--- config.mk ---
export PLATFORM = sky130hd
export DESIGN_NAME = fcpwm_top
export DESIGN_NICKNAME = d
export VERILOG_FILES = /design/src/design/fcpwm_pkg.sv /design/src/design/fcpwm_reg_if.sv /design/src/design/fcpwm_axil.sv /design/src/design/fcpwm_chan.sv /design/src/design/fcpwm_top.sv
export VERILOG_INCLUDE_DIRS = /design/src /design/src/design
export SDC_FILE = /design/constraint.sdc
export NUM_CORES = 1
export LEC_CHECK = 0
export ABC_AREA = 1
export BUFFER_PORTS_ARGS = -buffer_cell sky130_fd_sc_hd__clkbuf_2
export CELL_PAD_IN_SITES_DETAIL_PLACEMENT = 1
export CELL_PAD_IN_SITES_GLOBAL_PLACEMENT = 1
export CORE_MARGIN = 2
export CORE_UTILIZATION = 48
export CTS_BUF_LIST = sky130_fd_sc_hd__clkbuf_16
export DETAILED_ROUTE_END_ITERATION = 8
export PLACE_DENSITY_LB_ADDON = 0.1
export SETUP_SLACK_MARGIN = 0.15
export SLEW_MARGIN = 20
export SYNTH_ARGS = -nofsm -noshare
export SYNTH_HDL_FRONTEND = slang
export SYNTH_SLANG_ARGS = --single-unit
--- constraint.sdc ---
create_clock -name aclk -period 6.4 [get_ports aclk]
set_input_delay 0.32 -clock aclk [delete_from_list [all_inputs] [get_ports aclk]]
set_output_delay 0.32 -clock aclk [all_outputs]
set_load 0.02 [all_outputs]
--- src/design/fcpwm_consts.svh ---
`ifndef FCPWM_CONSTS_SVH
`define FCPWM_CONSTS_SVH

// ----------------------------------------
// Register indices (byte address = 4 * index)
// ----------------------------------------
`define FCPWM_IDX_MAIN_CTRL 8'hdc
`define FCPWM_IDX_BRAKE_CTRL 8'hdf
`define FCPWM_IDX_PERIOD 8'he0
`define FCPWM_IDX_CMP0 8'he1
`define FCPWM_IDX_CMP1 8'he2
`define FCPWM_IDX_CMP2 8'he3
`define FCPWM_IDX_CMP3 8'he4
`define FCPWM_IDX_STATUS 8'he5

// ----------------------------------------
// Main control field positions
// ----------------------------------------
`define FCPWM_RUN_BIT 7
`define FCPWM_LOAD_BIT 6
`define FCPWM_CF_BIT 5
`define FCPWM_CLR_BIT 4
`define FCPWM_INV_LSB 0

// ----------------------------------------
// Brake control field positions
// ----------------------------------------
`define FCPWM_BK_STOPPED_BIT 7
`define FCPWM_BK_POL_BIT 6
`define FCPWM_BK_PIN_BIT 5
`define FCPWM_BK_EN_BIT 4
`define FCPWM_BK_LEVEL_LSB 0

// ----------------------------------------
// Status field positions
// ----------------------------------------
`define FCPWM_ST_BRAKE_FLAG_BIT 0
`define FCPWM_ST_BRAKE_ACTIVE_BIT 1
`define FCPWM_ST_CNT_LSB 16

// ----------------------------------------
// Reset values and special codes
// ----------------------------------------
`define FCPWM_MAIN_RESET 8'h00
`define FCPWM_BRAKE_RESET 8'h00
`define FCPWM_VAL_RESET 10'h000
`define FCPWM_CMP_ALL_ZERO 10'h000
`define FCPWM_CMP_ALL_ONE 10'h3ff
`define FCPWM_RAW_RESET 1'b1

// ----------------------------------------
// Bus answers
// ----------------------------------------
`define FCPWM_RESP_OKAY 2'b00
`define FCPWM_RESP_SLVERR 2'b10

`endif

--- src/design/fcpwm_pkg.sv ---
package fcpwm_pkg;

	typedef logic [9:0] fcpwm_val_t;
	typedef logic [7:0] fcpwm_idx_t;
	typedef logic [7:0] fcpwm_byte_t;

	typedef enum logic [1:0]
	{
		FCPWM_BRK_ALWAYS,
		FCPWM_BRK_STOPPED,
		FCPWM_BRK_PIN,
		FCPWM_BRK_NONE
	} fcpwm_brake_mode_t;

endpackage : fcpwm_pkg

--- src/design/fcpwm_reg_if.sv ---
`timescale 1ns/1ns
interface fcpwm_reg_if;
	import fcpwm_pkg::*;

	logic wr_stb;
	fcpwm_idx_t wr_idx;
	logic [31:0] wr_data;
	logic wr_ok;
	fcpwm_idx_t rd_idx;
	logic [31:0] rd_data;
	logic rd_ok;

	modport bus
	(
		output wr_stb, wr_idx, wr_data, rd_idx,
		input wr_ok, rd_data, rd_ok
	);

	modport core
	(
		input wr_stb, wr_idx, wr_data, rd_idx,
		output wr_ok, rd_data, rd_ok
	);

endinterface : fcpwm_reg_if

--- src/design/fcpwm_axil.sv ---
`timescale 1ns/1ns
`include "fcpwm_consts.svh"
module fcpwm_axil
(
	input wire logic aclk,
	input wire logic aresetn,
	input wire logic [11:0] s_axi_awaddr,
	input wire logic s_axi_awvalid,
	output logic s_axi_awready,
	input wire logic [31:0] s_axi_wdata,
	input wire logic [3:0] s_axi_wstrb,
	input wire logic s_axi_wvalid,
	output logic s_axi_wready,
	output logic [1:0] s_axi_bresp,
	output logic s_axi_bvalid,
	input wire logic s_axi_bready,
	input wire logic [11:0] s_axi_araddr,
	input wire logic s_axi_arvalid,
	output logic s_axi_arready,
	output logic [31:0] s_axi_rdata,
	output logic [1:0] s_axi_rresp,
	output logic s_axi_rvalid,
	input wire logic s_axi_rready,
	fcpwm_reg_if.bus regs
);
	import fcpwm_pkg::*;

	logic [11:0] awaddr_q;
	logic [31:0] wdata_q;
	logic [3:0] wstrb_q;
	logic aw_full_q;
	logic w_full_q;
	logic wr_go;
	logic wr_aligned;

	// ----------------------------------------
	// Write path
	// ----------------------------------------
	assign wr_go = aw_full_q && w_full_q && !s_axi_bvalid;
	assign wr_aligned = (awaddr_q[1:0] == 2'b00) && (awaddr_q[11:10] == 2'b00);
	assign regs.wr_idx = awaddr_q[9:2];
	assign regs.wr_data = wdata_q;
	assign regs.wr_stb = wr_go && wr_aligned && regs.wr_ok && wstrb_q[0];

	always_ff @(posedge aclk)
	begin
		if (!aresetn)
		begin
			aw_full_q <= 1'b0;
			s_axi_awready <= 1'b0;
			awaddr_q <= 12'h000;
		end
		else if (s_axi_awvalid && s_axi_awready)
		begin
			aw_full_q <= 1'b1;
			s_axi_awready <= 1'b0;
			awaddr_q <= s_axi_awaddr;
		end
		else if (s_axi_bvalid && s_axi_bready)
		begin
			aw_full_q <= 1'b0;
			s_axi_awready <= 1'b1;
		end
		else if (!aw_full_q)
			s_axi_awready <= 1'b1;
	end

	always_ff @(posedge aclk)
	begin
		if (!aresetn)
		begin
			w_full_q <= 1'b0;
			s_axi_wready <= 1'b0;
			wdata_q <= 32'h0000_0000;
			wstrb_q <= 4'h0;
		end
		else if (s_axi_wvalid && s_axi_wready)
		begin
			w_full_q <= 1'b1;
			s_axi_wready <= 1'b0;
			wdata_q <= s_axi_wdata;
			wstrb_q <= s_axi_wstrb;
		end
		else if (s_axi_bvalid && s_axi_bready)
		begin
			w_full_q <= 1'b0;
			s_axi_wready <= 1'b1;
		end
		else if (!w_full_q)
			s_axi_wready <= 1'b1;
	end

	always_ff @(posedge aclk)
	begin
		if (!aresetn)
		begin
			s_axi_bvalid <= 1'b0;
			s_axi_bresp <= `FCPWM_RESP_OKAY;
		end
		else if (wr_go)
		begin
			s_axi_bvalid <= 1'b1;
			s_axi_bresp <= (wr_aligned && regs.wr_ok) ? `FCPWM_RESP_OKAY : `FCPWM_RESP_SLVERR;
		end
		else if (s_axi_bready)
			s_axi_bvalid <= 1'b0;
	end

	// ----------------------------------------
	// Read path
	// ----------------------------------------
	assign regs.rd_idx = s_axi_araddr[9:2];

	always_ff @(posedge aclk)
	begin
		if (!aresetn)
		begin
			s_axi_arready <= 1'b0;
			s_axi_rvalid <= 1'b0;
			s_axi_rdata <= 32'h0000_0000;
			s_axi_rresp <= `FCPWM_RESP_OKAY;
		end
		else if (s_axi_arvalid && s_axi_arready)
		begin
			s_axi_arready <= 1'b0;
			s_axi_rvalid <= 1'b1;
			if (regs.rd_ok && s_axi_araddr[1:0] == 2'b00 && s_axi_araddr[11:10] == 2'b00)
			begin
				s_axi_rdata <= regs.rd_data;
				s_axi_rresp <= `FCPWM_RESP_OKAY;
			end
			else
			begin
				s_axi_rdata <= 32'h0000_0000;
				s_axi_rresp <= `FCPWM_RESP_SLVERR;
			end
		end
		else if (s_axi_rvalid && s_axi_rready)
		begin
			s_axi_rvalid <= 1'b0;
			s_axi_arready <= 1'b1;
		end
		else if (!s_axi_rvalid)
			s_axi_arready <= 1'b1;
	end

endmodule : fcpwm_axil

--- src/design/fcpwm_chan.sv ---
`timescale 1ns/1ns
`include "fcpwm_consts.svh"
module fcpwm_chan
(
	input wire logic aclk,
	input wire logic aresetn,
	input wire logic run,
	input wire fcpwm_pkg::fcpwm_val_t cnt,
	input wire fcpwm_pkg::fcpwm_val_t cmp,
	input wire fcpwm_pkg::fcpwm_val_t period,
	input wire logic invert,
	input wire logic brake,
	input wire logic brake_level,
	output logic pwm_out
);
	import fcpwm_pkg::*;

	logic raw_q;
	logic raw_d;

	// ----------------------------------------
	// Compare with special cases
	// ----------------------------------------
	always_comb
	begin
		if (cmp == `FCPWM_CMP_ALL_ZERO)
			raw_d = 1'b1;
		else if (cmp == `FCPWM_CMP_ALL_ONE)
			raw_d = 1'b0;
		else if (cmp > period)
			raw_d = 1'b0;
		else
			raw_d = (cnt >= cmp);
	end

	// Level freezes while stopped
	always_ff @(posedge aclk)
	begin
		if (!aresetn)
			raw_q <= `FCPWM_RAW_RESET;
		else if (run)
			raw_q <= raw_d;
	end

	always_ff @(posedge aclk)
	begin
		if (!aresetn)
			pwm_out <= `FCPWM_RAW_RESET;
		else if (brake)
			pwm_out <= brake_level;
		else
			pwm_out <= raw_q ^ invert;
	end

endmodule : fcpwm_chan

--- src/design/fcpwm_top.sv ---
// The implementer's own choice: the AXI4-Lite register port.
`timescale 1ns/1ns
`include "fcpwm_consts.svh"
// Contract
// - Compare above reload period holds that output low.
// - Compare of zero holds that output high.
// - Compare of all ones holds that output low.
// - Per-channel invert bits in main control bits 3..0 flip the output.
// - Main control bit 7 stops or runs the ten-bit counter.
// - Load bit 6 moves buffered period and compares to working at underflow.
// - Without load bit, buffered values never reach working registers.
// - Underflow of the down counter sets flag bit 5.
// - The underflow flag raises no interrupt.
// - Load bit and underflow flag clear one cycle after a transfer.
// - Writing 1 to bit 4 forces the counter to zero.
// - Load without run never transfers; later run-only write keeps old values.
// - Rewriting run without load before underflow cancels the pending transfer.
// - Clearing run freezes every output at its previous level unless the brake is asserted.
// - Brake control bit 4 enables the brake, else never asserted.
// - Brake control bit 6 picks the active level of the brake pin.
// - Asserted brake drives each output to its brake-level bit.
// - Mode bits 7 and 5: always, when stopped, from pin; both none.
// - Pin brake clears run, sets the brake flag and stops the waveform.
// - Output high until counter drops below compare, low until underflow.
module fcpwm_top
(
	input wire logic aclk,
	input wire logic aresetn,
	input wire logic [11:0] s_axi_awaddr,
	input wire logic s_axi_awvalid,
	output logic s_axi_awready,
	input wire logic [31:0] s_axi_wdata,
	input wire logic [3:0] s_axi_wstrb,
	input wire logic s_axi_wvalid,
	output logic s_axi_wready,
	output logic [1:0] s_axi_bresp,
	output logic s_axi_bvalid,
	input wire logic s_axi_bready,
	input wire logic [11:0] s_axi_araddr,
	input wire logic s_axi_arvalid,
	output logic s_axi_arready,
	output logic [31:0] s_axi_rdata,
	output logic [1:0] s_axi_rresp,
	output logic s_axi_rvalid,
	input wire logic s_axi_rready,
	input wire logic brake_input_pin,
	output logic [3:0] pwm_out
);
	import fcpwm_pkg::*;

	fcpwm_reg_if regs ();

	// ----------------------------------------
	// State
	// ----------------------------------------
	logic generator_run_q;
	logic load_request_q;
	logic counter_underflow_flag_q;
	logic [3:0] channel_invert_q;
	fcpwm_byte_t pwm_brake_control_q;
	logic brake_pin_flag_q;
	logic xfer_done_q;
	fcpwm_val_t period_buf_q;
	fcpwm_val_t period_work_q;
	fcpwm_val_t cnt_q;
	fcpwm_val_t cmp_buf_q [4];
	fcpwm_val_t cmp_work_q [4];

	// ----------------------------------------
	// Decoded events
	// ----------------------------------------
	logic wr_main;
	logic wr_brake;
	logic wr_period;
	logic wr_status;
	logic [3:0] wr_cmp;
	logic counter_clear;
	logic underflow;
	logic transfer;
	logic brake_pin_level;
	logic brake_pin_hit;
	logic brake_active;
	fcpwm_brake_mode_t brake_mode;

	assign wr_main = regs.wr_stb && regs.wr_idx == `FCPWM_IDX_MAIN_CTRL;
	assign wr_brake = regs.wr_stb && regs.wr_idx == `FCPWM_IDX_BRAKE_CTRL;
	assign wr_period = regs.wr_stb && regs.wr_idx == `FCPWM_IDX_PERIOD;
	assign wr_status = regs.wr_stb && regs.wr_idx == `FCPWM_IDX_STATUS;
	assign wr_cmp[0] = regs.wr_stb && regs.wr_idx == `FCPWM_IDX_CMP0;
	assign wr_cmp[1] = regs.wr_stb && regs.wr_idx == `FCPWM_IDX_CMP1;
	assign wr_cmp[2] = regs.wr_stb && regs.wr_idx == `FCPWM_IDX_CMP2;
	assign wr_cmp[3] = regs.wr_stb && regs.wr_idx == `FCPWM_IDX_CMP3;

	assign counter_clear = wr_main && regs.wr_data[`FCPWM_CLR_BIT];

	// Underflow only while counting
	assign underflow = generator_run_q && !counter_clear && cnt_q == `FCPWM_VAL_RESET;
	assign transfer = underflow && load_request_q;

	// ----------------------------------------
	// Brake decode
	// ----------------------------------------
	always_comb
	begin
		unique case ({pwm_brake_control_q[`FCPWM_BK_PIN_BIT], pwm_brake_control_q[`FCPWM_BK_STOPPED_BIT]})
			2'b00: brake_mode = FCPWM_BRK_ALWAYS;
			2'b01: brake_mode = FCPWM_BRK_STOPPED;
			2'b10: brake_mode = FCPWM_BRK_PIN;
			2'b11: brake_mode = FCPWM_BRK_NONE;
		endcase
	end

	// Pin asserts at the selected polarity
	assign brake_pin_level = pwm_brake_control_q[`FCPWM_BK_POL_BIT] ? brake_input_pin : !brake_input_pin;

	assign brake_pin_hit = pwm_brake_control_q[`FCPWM_BK_EN_BIT] && brake_mode == FCPWM_BRK_PIN && brake_pin_level;

	always_comb
	begin
		brake_active = 1'b0;
		if (pwm_brake_control_q[`FCPWM_BK_EN_BIT])
		begin
			unique case (brake_mode)
				FCPWM_BRK_ALWAYS: brake_active = 1'b1;
				FCPWM_BRK_STOPPED: brake_active = !generator_run_q;
				FCPWM_BRK_PIN: brake_active = brake_pin_level;
				FCPWM_BRK_NONE: brake_active = 1'b0;
			endcase
		end
	end

	// ----------------------------------------
	// Main control register
	// ----------------------------------------
	always_ff @(posedge aclk)
	begin
		if (!aresetn)
			generator_run_q <= 1'(`FCPWM_MAIN_RESET >> `FCPWM_RUN_BIT);
		else if (brake_pin_hit)
			generator_run_q <= 1'b0;
		else if (wr_main)
			generator_run_q <= regs.wr_data[`FCPWM_RUN_BIT];
	end

	// Rewrite without load drops a pending transfer
	always_ff @(posedge aclk)
	begin
		if (!aresetn)
			load_request_q <= 1'b0;
		else if (xfer_done_q)
			load_request_q <= 1'b0;
		else if (wr_main)
			load_request_q <= regs.wr_data[`FCPWM_LOAD_BIT];
	end

	// Hardware set wins over a same-cycle software write
	always_ff @(posedge aclk)
	begin
		if (!aresetn)
			counter_underflow_flag_q <= 1'b0;
		else if (underflow)
			counter_underflow_flag_q <= 1'b1;
		else if (xfer_done_q)
			counter_underflow_flag_q <= 1'b0;
		else if (wr_main)
			counter_underflow_flag_q <= regs.wr_data[`FCPWM_CF_BIT];
	end

	always_ff @(posedge aclk)
	begin
		if (!aresetn)
			xfer_done_q <= 1'b0;
		else
			xfer_done_q <= transfer;
	end

	always_ff @(posedge aclk)
	begin
		if (!aresetn)
			channel_invert_q <= 4'h0;
		else if (wr_main)
			channel_invert_q <= regs.wr_data[`FCPWM_INV_LSB +: 4];
	end

	// ----------------------------------------
	// Brake control and flag
	// ----------------------------------------
	always_ff @(posedge aclk)
	begin
		if (!aresetn)
			pwm_brake_control_q <= `FCPWM_BRAKE_RESET;
		else if (wr_brake)
			pwm_brake_control_q <= regs.wr_data[7:0];
	end

	// Software clears by writing zero; pin event wins
	always_ff @(posedge aclk)
	begin
		if (!aresetn)
			brake_pin_flag_q <= 1'b0;
		else if (brake_pin_hit)
			brake_pin_flag_q <= 1'b1;
		else if (wr_status && !regs.wr_data[`FCPWM_ST_BRAKE_FLAG_BIT])
			brake_pin_flag_q <= 1'b0;
	end

	// ----------------------------------------
	// Buffered period and compares
	// ----------------------------------------
	always_ff @(posedge aclk)
	begin
		if (!aresetn)
			period_buf_q <= `FCPWM_VAL_RESET;
		else if (wr_period)
			period_buf_q <= regs.wr_data[9:0];
	end

	always_ff @(posedge aclk)
	begin
		if (!aresetn)
			period_work_q <= `FCPWM_VAL_RESET;
		else if (transfer)
			period_work_q <= period_buf_q;
	end

	// ----------------------------------------
	// Down counter
	// ----------------------------------------
	always_ff @(posedge aclk)
	begin
		if (!aresetn)
			cnt_q <= `FCPWM_VAL_RESET;
		else if (counter_clear)
			cnt_q <= `FCPWM_VAL_RESET;
		else if (transfer)
			cnt_q <= period_buf_q;
		else if (underflow)
			cnt_q <= period_work_q;
		else if (generator_run_q)
			cnt_q <= cnt_q - 10'h001;
	end

	// ----------------------------------------
	// Channels
	// ----------------------------------------
	for (genvar ch = 0; ch < 4; ch++)
	begin : g_chan
		always_ff @(posedge aclk)
		begin
			if (!aresetn)
				cmp_buf_q[ch] <= `FCPWM_VAL_RESET;
			else if (wr_cmp[ch])
				cmp_buf_q[ch] <= regs.wr_data[9:0];
		end

		always_ff @(posedge aclk)
		begin
			if (!aresetn)
				cmp_work_q[ch] <= `FCPWM_VAL_RESET;
			else if (transfer)
				cmp_work_q[ch] <= cmp_buf_q[ch];
		end

		fcpwm_chan u_chan
		(
			.aclk(aclk),
			.aresetn(aresetn),
			.run(generator_run_q),
			.cnt(cnt_q),
			.cmp(cmp_work_q[ch]),
			.period(period_work_q),
			.invert(channel_invert_q[ch]),
			.brake(brake_active),
			.brake_level(pwm_brake_control_q[`FCPWM_BK_LEVEL_LSB + ch]),
			.pwm_out(pwm_out[ch])
		);
	end

	// ----------------------------------------
	// Register read and decode answers
	// ----------------------------------------
	always_comb
	begin
		regs.rd_data = 32'h0000_0000;
		regs.rd_ok = 1'b1;
		unique case (regs.rd_idx)
			`FCPWM_IDX_MAIN_CTRL:
			begin
				regs.rd_data[`FCPWM_RUN_BIT] = generator_run_q;
				regs.rd_data[`FCPWM_LOAD_BIT] = load_request_q;
				regs.rd_data[`FCPWM_CF_BIT] = counter_underflow_flag_q;
				regs.rd_data[`FCPWM_INV_LSB +: 4] = channel_invert_q;
			end
			`FCPWM_IDX_BRAKE_CTRL: regs.rd_data[7:0] = pwm_brake_control_q;
			`FCPWM_IDX_PERIOD: regs.rd_data[9:0] = period_buf_q;
			`FCPWM_IDX_CMP0: regs.rd_data[9:0] = cmp_buf_q[0];
			`FCPWM_IDX_CMP1: regs.rd_data[9:0] = cmp_buf_q[1];
			`FCPWM_IDX_CMP2: regs.rd_data[9:0] = cmp_buf_q[2];
			`FCPWM_IDX_CMP3: regs.rd_data[9:0] = cmp_buf_q[3];
			`FCPWM_IDX_STATUS:
			begin
				regs.rd_data[`FCPWM_ST_BRAKE_FLAG_BIT] = brake_pin_flag_q;
				regs.rd_data[`FCPWM_ST_BRAKE_ACTIVE_BIT] = brake_active;
				regs.rd_data[`FCPWM_ST_CNT_LSB +: 10] = cnt_q;
			end
			default: regs.rd_ok = 1'b0;
		endcase
	end

	always_comb
	begin
		unique case (regs.wr_idx)
			`FCPWM_IDX_MAIN_CTRL, `FCPWM_IDX_BRAKE_CTRL, `FCPWM_IDX_PERIOD, `FCPWM_IDX_STATUS,
			`FCPWM_IDX_CMP0, `FCPWM_IDX_CMP1, `FCPWM_IDX_CMP2, `FCPWM_IDX_CMP3: regs.wr_ok = 1'b1;
			default: regs.wr_ok = 1'b0;
		endcase
	end

	// ----------------------------------------
	// Bus slave
	// ----------------------------------------
	fcpwm_axil u_axil
	(
		.aclk(aclk),
		.aresetn(aresetn),
		.s_axi_awaddr(s_axi_awaddr),
		.s_axi_awvalid(s_axi_awvalid),
		.s_axi_awready(s_axi_awready),
		.s_axi_wdata(s_axi_wdata),
		.s_axi_wstrb(s_axi_wstrb),
		.s_axi_wvalid(s_axi_wvalid),
		.s_axi_wready(s_axi_wready),
		.s_axi_bresp(s_axi_bresp),
		.s_axi_bvalid(s_axi_bvalid),
		.s_axi_bready(s_axi_bready),
		.s_axi_araddr(s_axi_araddr),
		.s_axi_arvalid(s_axi_arvalid),
		.s_axi_arready(s_axi_arready),
		.s_axi_rdata(s_axi_rdata),
		.s_axi_rresp(s_axi_rresp),
		.s_axi_rvalid(s_axi_rvalid),
		.s_axi_rready(s_axi_rready),
		.regs(regs)
	);

endmodule : fcpwm_top

==> results of run 1 <==
[flip-flops by register name, indices dropped and copies added (netlist names), 4 cells and up]
signal                 count
cmp_buf_q                 40
cmp_work_q                40
u_axil.s_axi_rdata        20
u_axil.awaddr_q           12
cnt_q                     10
period_buf_q              10
period_work_q             10
u_axil.regs.wr_data       10
pwm_brake_control_q        8
channel_invert_q           4
g_chan.u_chan.pwm_out      4
g_chan.u_chan.raw_q        4
[routing by layer]
metal,vias up,GRT usage (%),part of all wire [%]
met1,4217,35.7,43
met2,252,49.9,49
li1,4297,-,-
met4,0,12.1,3.9
met5,-,0,0
met3,86,4.54,4.6
[critical path: stages (launching register included)]
cell     delay (ns)
dfxtp_1        0.34
inv_1          0.32
ha_1           0.28
nand3_2        0.12
nor2_2         0.12
nand2_1        0.10
nor2_1         0.14
nand2_1        0.13
nor3_4         0.30
nand3_2        0.16
inv_2          0.09
nand2_2        0.40
nor2_1         0.29
[report_power, final]
part | total [mW] | switching (mW) | internal (mW)
Clock | 1.14 | 0.562 | 0.574
Combinational | 0.189 | 0.133 | 0.0562
Sequential | 1.31 | 0.0329 | 1.28
Total | 2.63 | 0.728 | 1.91
[worst paths after layout]
path	slack, ns	endpoint
worst max-delay path	3.45	cmp_work_q[2][0]
worst min-delay path	0.11	u_axil.awaddr_q[8]
worst max register to register	3.45	cmp_work_q[2][0]
worst min register to register	0.45	u_axil.s_axi_rdata[7]
[cell usage in the layout, fill, tap and decap left out, drive strengths merged, types with 8 or more instances in the layout]
master,count
nand2,192
o31ai,10
ha,81
buf,8
nor3,15
edfxtp,80
nand4,38
inv,197
a21oi,96
nand3,42
nor4,18
clkinv,9
conb,14
clkbuf,90
nor2,163
dfxtp,107
o22ai,20
o211ai,13
o21ai,88
[through the flow]
stage	cell area, um2	std cells	hold WS [ns]	util, %
2_1_floorplan	10300	1255	0.444	-
3_3_place_gp	10800	1562	0.439	51.4
3_5_place_dp	10800	1562	0.442	51.4
4_1_cts	11400	1594	0.108	54.5
5_1_grt	11400	1594	0.119	54.5
6_report	11400	1594	0.114	54.5
[area by class of cell]
class | instances | share of cell area, %
Clock inverter | 15 | 1.90
Tap cell | 275 | 3.01
Timing Repair Buffer | 81 | 3.72
Multi-Input combinational cell | 827 | 41.6
Inverter | 192 | 6.31
Sequential cell | 187 | 39.8
Clock buffer | 17 | 3.72
[kinds of logic (layout without fill, tap and decap cells)]
family,Yosys count,after routing
simple gates,471,471
other cells,1,14
xor+xnor,10,10
flops,187,187
buf+inv,241,305
compound gates,251,251
fa+ha+maj,81,81
==> metrics.txt, run 1 <==
Tcrit/Tclk final=46.1%; Rows=53; Synth async-reset ratio=0%; DP HPWL=24500 um; area of the multi-input gates=~0.0048 mm2; share of layout cells above drive strength 1=12.0%; Final Hold Vio Count=0; CP Capture Type=flop; Synth Flop Type=dfxtp_1; vias in the first global route=8991; adder-cell area share of the yosys netlist=about a tenth; Seq. cell area=~0.0045 mm2; boundary pin count=113; drt pass-1 iters=5; DR vias=around 8.9k; Worst Hold Depth=3; max-slew violation count=0; Finish-stage setup viols=0; Wirelength per Cell=about 20 um; Critical R2R Launch=cnt_q[0]; status=finished clean; die area=roughly 0.023 mm2; Die Width=between 150 and 200 um; final antenna-violating net count=0; Worst EP required=6.67 ns; share of the synthesized area in the top cell type=23.5%; RSZ-0062 raised after global routing=no; Initial Util=48.9%; Hold Crit Class=in -> reg; Synth Area in XOR/XNOR=less than 1%; top post-synthesis cells by count=nand2_1, inv_1, nor2_1; Synth area leaders=edfxtp_1, dfxtp_1, ha_1; FF+latch count, synth=between 150 and 200; Clk pin slew, worst setup/hold paths=0.08 ns; Synth Area in Simple Gates=20.7%; Final Power=between 2 and 3 mW; CTS tree=yes; Syn. warnings=0; CTS max path bufs=2; I/O Buffers=73; post-CTS sizing=0; Setup TNS=0 ns; Final Critical Period=2.95 ns; Pwr per Cell Area=231 mW/mm2; Pleak=4.92 nW; Antenna diodes=0; top-count cell post-synth=nand2_1; DRT iter0 DRCs=570; CTS Sinks=about 190; Slew HR=38.5%; Worst Setup Path Type=reg -> reg; DRT Wirelength=about 32000 um; CTS Buf Count=17; largest family of logic cells by synthesized area=simple AND/OR/NAND/NOR gates; clk_skew=~0.017 ns; crit path launch=cnt_q[0]; H-tree depth=4; register area share after synthesis=about 44%; grt total ovfl=0; die extent in y=between 150 and 200 um; CTS Root Cell=clkbuf_16; Final GP Congestion=0.907; EDFF count, synth=80; area growth from synthesis to layout=11.6%; Worst VDD drop=between 150 and 200 uV; largest net degree at the start of global routing=66; Synth Area in Compound Gates=14.3%; worst r2r path cells=12; CP Max Fanout=41; Syn Area/Cell=8.24 um2; Worst Max-Slew Pin Slew=0.921 ns; global-route wire length before repair=49300 um; vias per cell=5.55; Synth cell types=46; fin nets=1455; Post-CTS Repair Setup Buffers=0; DRC=0; setup ws final=3.45 ns; Max Freq=about 0.34 GHz; number of max-cap violations=0; multiplexer share of the synthesized area=0%; Hold Path Origin=s_axi_awaddr[8]; Post-CTS Hold Buffers=0; Tot GR Track Use=28.8%; Filler cells=2614; initial antenna violation count=0; startpoint types=flop; Core ar.=0.0210 mm2; crit path DAT=3.22 ns; cell count after synthesis=approximately 1.2k; post-synth top area cell=edfxtp_1; Synth Cell Area=0.0102 mm2; clock insertion delay at the later pin of the skew report=0.45 ns; worst slack, placed=3.13 ns
No activity file was read; power rests on OpenSTA's default activity.
==> run 2, diff against run 1 <==
- CORE_UTILIZATION: 48 -> 40
- clock period: 6.4 -> 2.6 ns (I/O delays scaled with it)
==> metrics.txt, run 2 (synthesized netlist as in run 1, its figures left out) <==
Rows=58; max-slew violation count=0; Pleak=5.11 nW; crit path DAT=roughly 2.4 ns; Worst VDD drop=411 uV; Slew HR=30.2%; Filler cells=between 3k and 4k; Seq. cell area=0.00454 mm2; number of max-cap violations=0; crit path launch=u_axil.awaddr_q[9]; largest net degree at the start of global routing=between 40 and 50; Clk pin slew, worst setup/hold paths=roughly 0.080 ns; Worst Max-Slew Pin Slew=1.03 ns; critical-path cell list=nand2_2 -> nor2_8 -> nand2_1 -> nand2_1 -> nor2_1 -> nand2_4 -> nand3_4 -> nor2_4 -> nand2_4 -> nand3_2 -> inv_2 -> nand2_2 -> buf_6 -> nor2_1; die extent in y=164 um; Largest stage delay, worst path=roughly 0.35 ns; DRT iter0 DRCs=between 400 and 500; global-route wire length before repair=49400 um; vias per cell=5.20; Tcrit/Tclk final=86.9%; CTS Root Cell=clkbuf_16; I/O Buffers=73; share of layout cells above drive strength 1=between 10% and 20%; clk_skew=0.0143 ns; Worst EP required=2.78 ns; vias in the first global route=8781; Worst R2R End=cmp_work_q[3][0]; area of the multi-input gates=0.00475 mm2; hold slack=0.00133 ns; commonest non-fill, non-tap cell in the layout=nand2_1; fin nets=1498; DP HPWL=25500 um; Final Hold Vio Count=0; Finish-stage setup viols=0; boundary pin count=113; Worst Hold Depth=3; Max Freq=0.442 GHz; final antenna-violating net count=0; Crit path max-delay family=simple AND/OR/NAND/NOR gates; clock insertion delay at the later pin of the skew report=roughly 0.45 ns; flop-to-flop setup slack=0.34 ns; CP Capture Type=flop; Die Width=164 um; most frequent cells in the layout=nand2_1, inv_1, nor2_1; startpoint types=flop; CTS Sinks=187; Hold Path Origin=s_axi_awaddr[2]; Antenna diodes=0; CP max stage cell=dfxtp_1; H-tree depth=4; Initial Util=40.7%; area growth from synthesis to layout=15.9%; DRC=0; status=finished clean; largest registers=cmp_buf_q (40), cmp_work_q (40), u_axil.s_axi_rdata (20); CTS tree=yes; Final Critical Period=2.26 ns; CP Max Fanout=41; Hold Crit Class=in -> reg; Final GP Congestion=between 0.8 and 0.9; Setup TNS=0 ns; grt total ovfl=0; CTS Buf Count=17; initial antenna violation count=0; CP bufs+invs=2; Min-Delay Endpoint=u_axil.awaddr_q[2]; RSZ-0062 raised after global routing=no; Core ar.=0.0252 mm2; Worst Setup Path Type=reg -> reg; drt pass-1 iters=5; Pwr per Cell Area=542 mW/mm2; Critical R2R Launch=u_axil.awaddr_q[9]; CTS max path bufs=2; die area=around 0.027 mm2; Wirelength per Cell=19.1 um; worst r2r path cells=14; Tot GR Track Use=24.6%; DR vias=between 8k and 9k; DRT Wirelength=32300 um; fin util=47.1%
-- run 2: changes by cell type in the layout (fill, tap and decap cells not counted), moves of 2 or more --
cell / before / now
buf_4: 8 / 29
dlygate4sd3_1: 0 / 20
clkinvlp_4: 0 / 2
inv_8: 2 / 6
clkinv_8: 7 / 3
-- run 2: where the power goes --
part           switching (mW)  total, mW  internal (mW)
Clock                    1.35       2.72           1.37
Combinational           0.334      0.498          0.163
Sequential             0.0696       3.21           3.14
-- run 2: cell type report --
type | count | share of cell area (%)
Multi-Input combinational cell | 827 | 40.0
Tap cell | 330 | 3.48
Clock inverter | 14 | 1.40
Inverter | 192 | 6.11
Timing Repair Buffer | 124 | 6.87
Sequential cell | 187 | 38.3
Clock buffer | 18 | 3.80
-- run 2: worst max-delay path by stage --
stage | to | slack [ns] | cells after the start
final | cmp_work_q[3][0] | 0.34 | 14
after global routing | cmp_work_q[2][5] | 0.16 | 14
after CTS | cmp_work_q[3][0] | 0.20 | 14
after detailed placement | cmp_work_q[3][0] | 0.24 | 14
after global placement | cmp_work_q[2][1] | 0.36 | 14
after floorplan | cmp_work_q[0][0] | 0.21 | 11
-- run 2: metrics by stage --
step	cells	worst slack [ns]	cell area [um2]	power [mW]
2_1_floorplan	1255	0.212	10300	3.58
5_1_grt	1692	0.156	11900	6.65
3_5_place_dp	1634	0.236	11000	3.75
4_1_cts	1686	0.203	11800	6.47
6_report	1692	0.339	11900	6.43
3_3_place_gp	1634	0.361	11000	3.74
-- run 2: metal layers --
metal | GRT usage (%) | wire (um) | up-vias | part of all wire (%)
met5 | 0 | 0 | - | 0
met4 | 10.0 | 1120 | 0 | 3.5
met3 | 3.21 | 959 | 53 | 3.0
met2 | 42.8 | 15900 | 206 | 49
met1 | 30.7 | 14300 | 4165 | 44
li1 | - | - | 4382 | -
-- run 2: worst reg2reg max path: cells and delay by family (launching register included) --
kind,cells,cell delay (ns)
buffers and inverters,2,0.31
and+or+nand+nor,12,1.33
DFF,1,0.35
-- run 2: what timing repair did --
| item | CTS | global route |
|---|---|---|
| setup buffers | 0 | 6 |
| gates resized for setup | 0 | 3 |
| hold buffers | 20 | 0 |
| endpoints found under the hold margin | 21 | 0 |
| endpoints found under the setup margin | 0 | 43 |
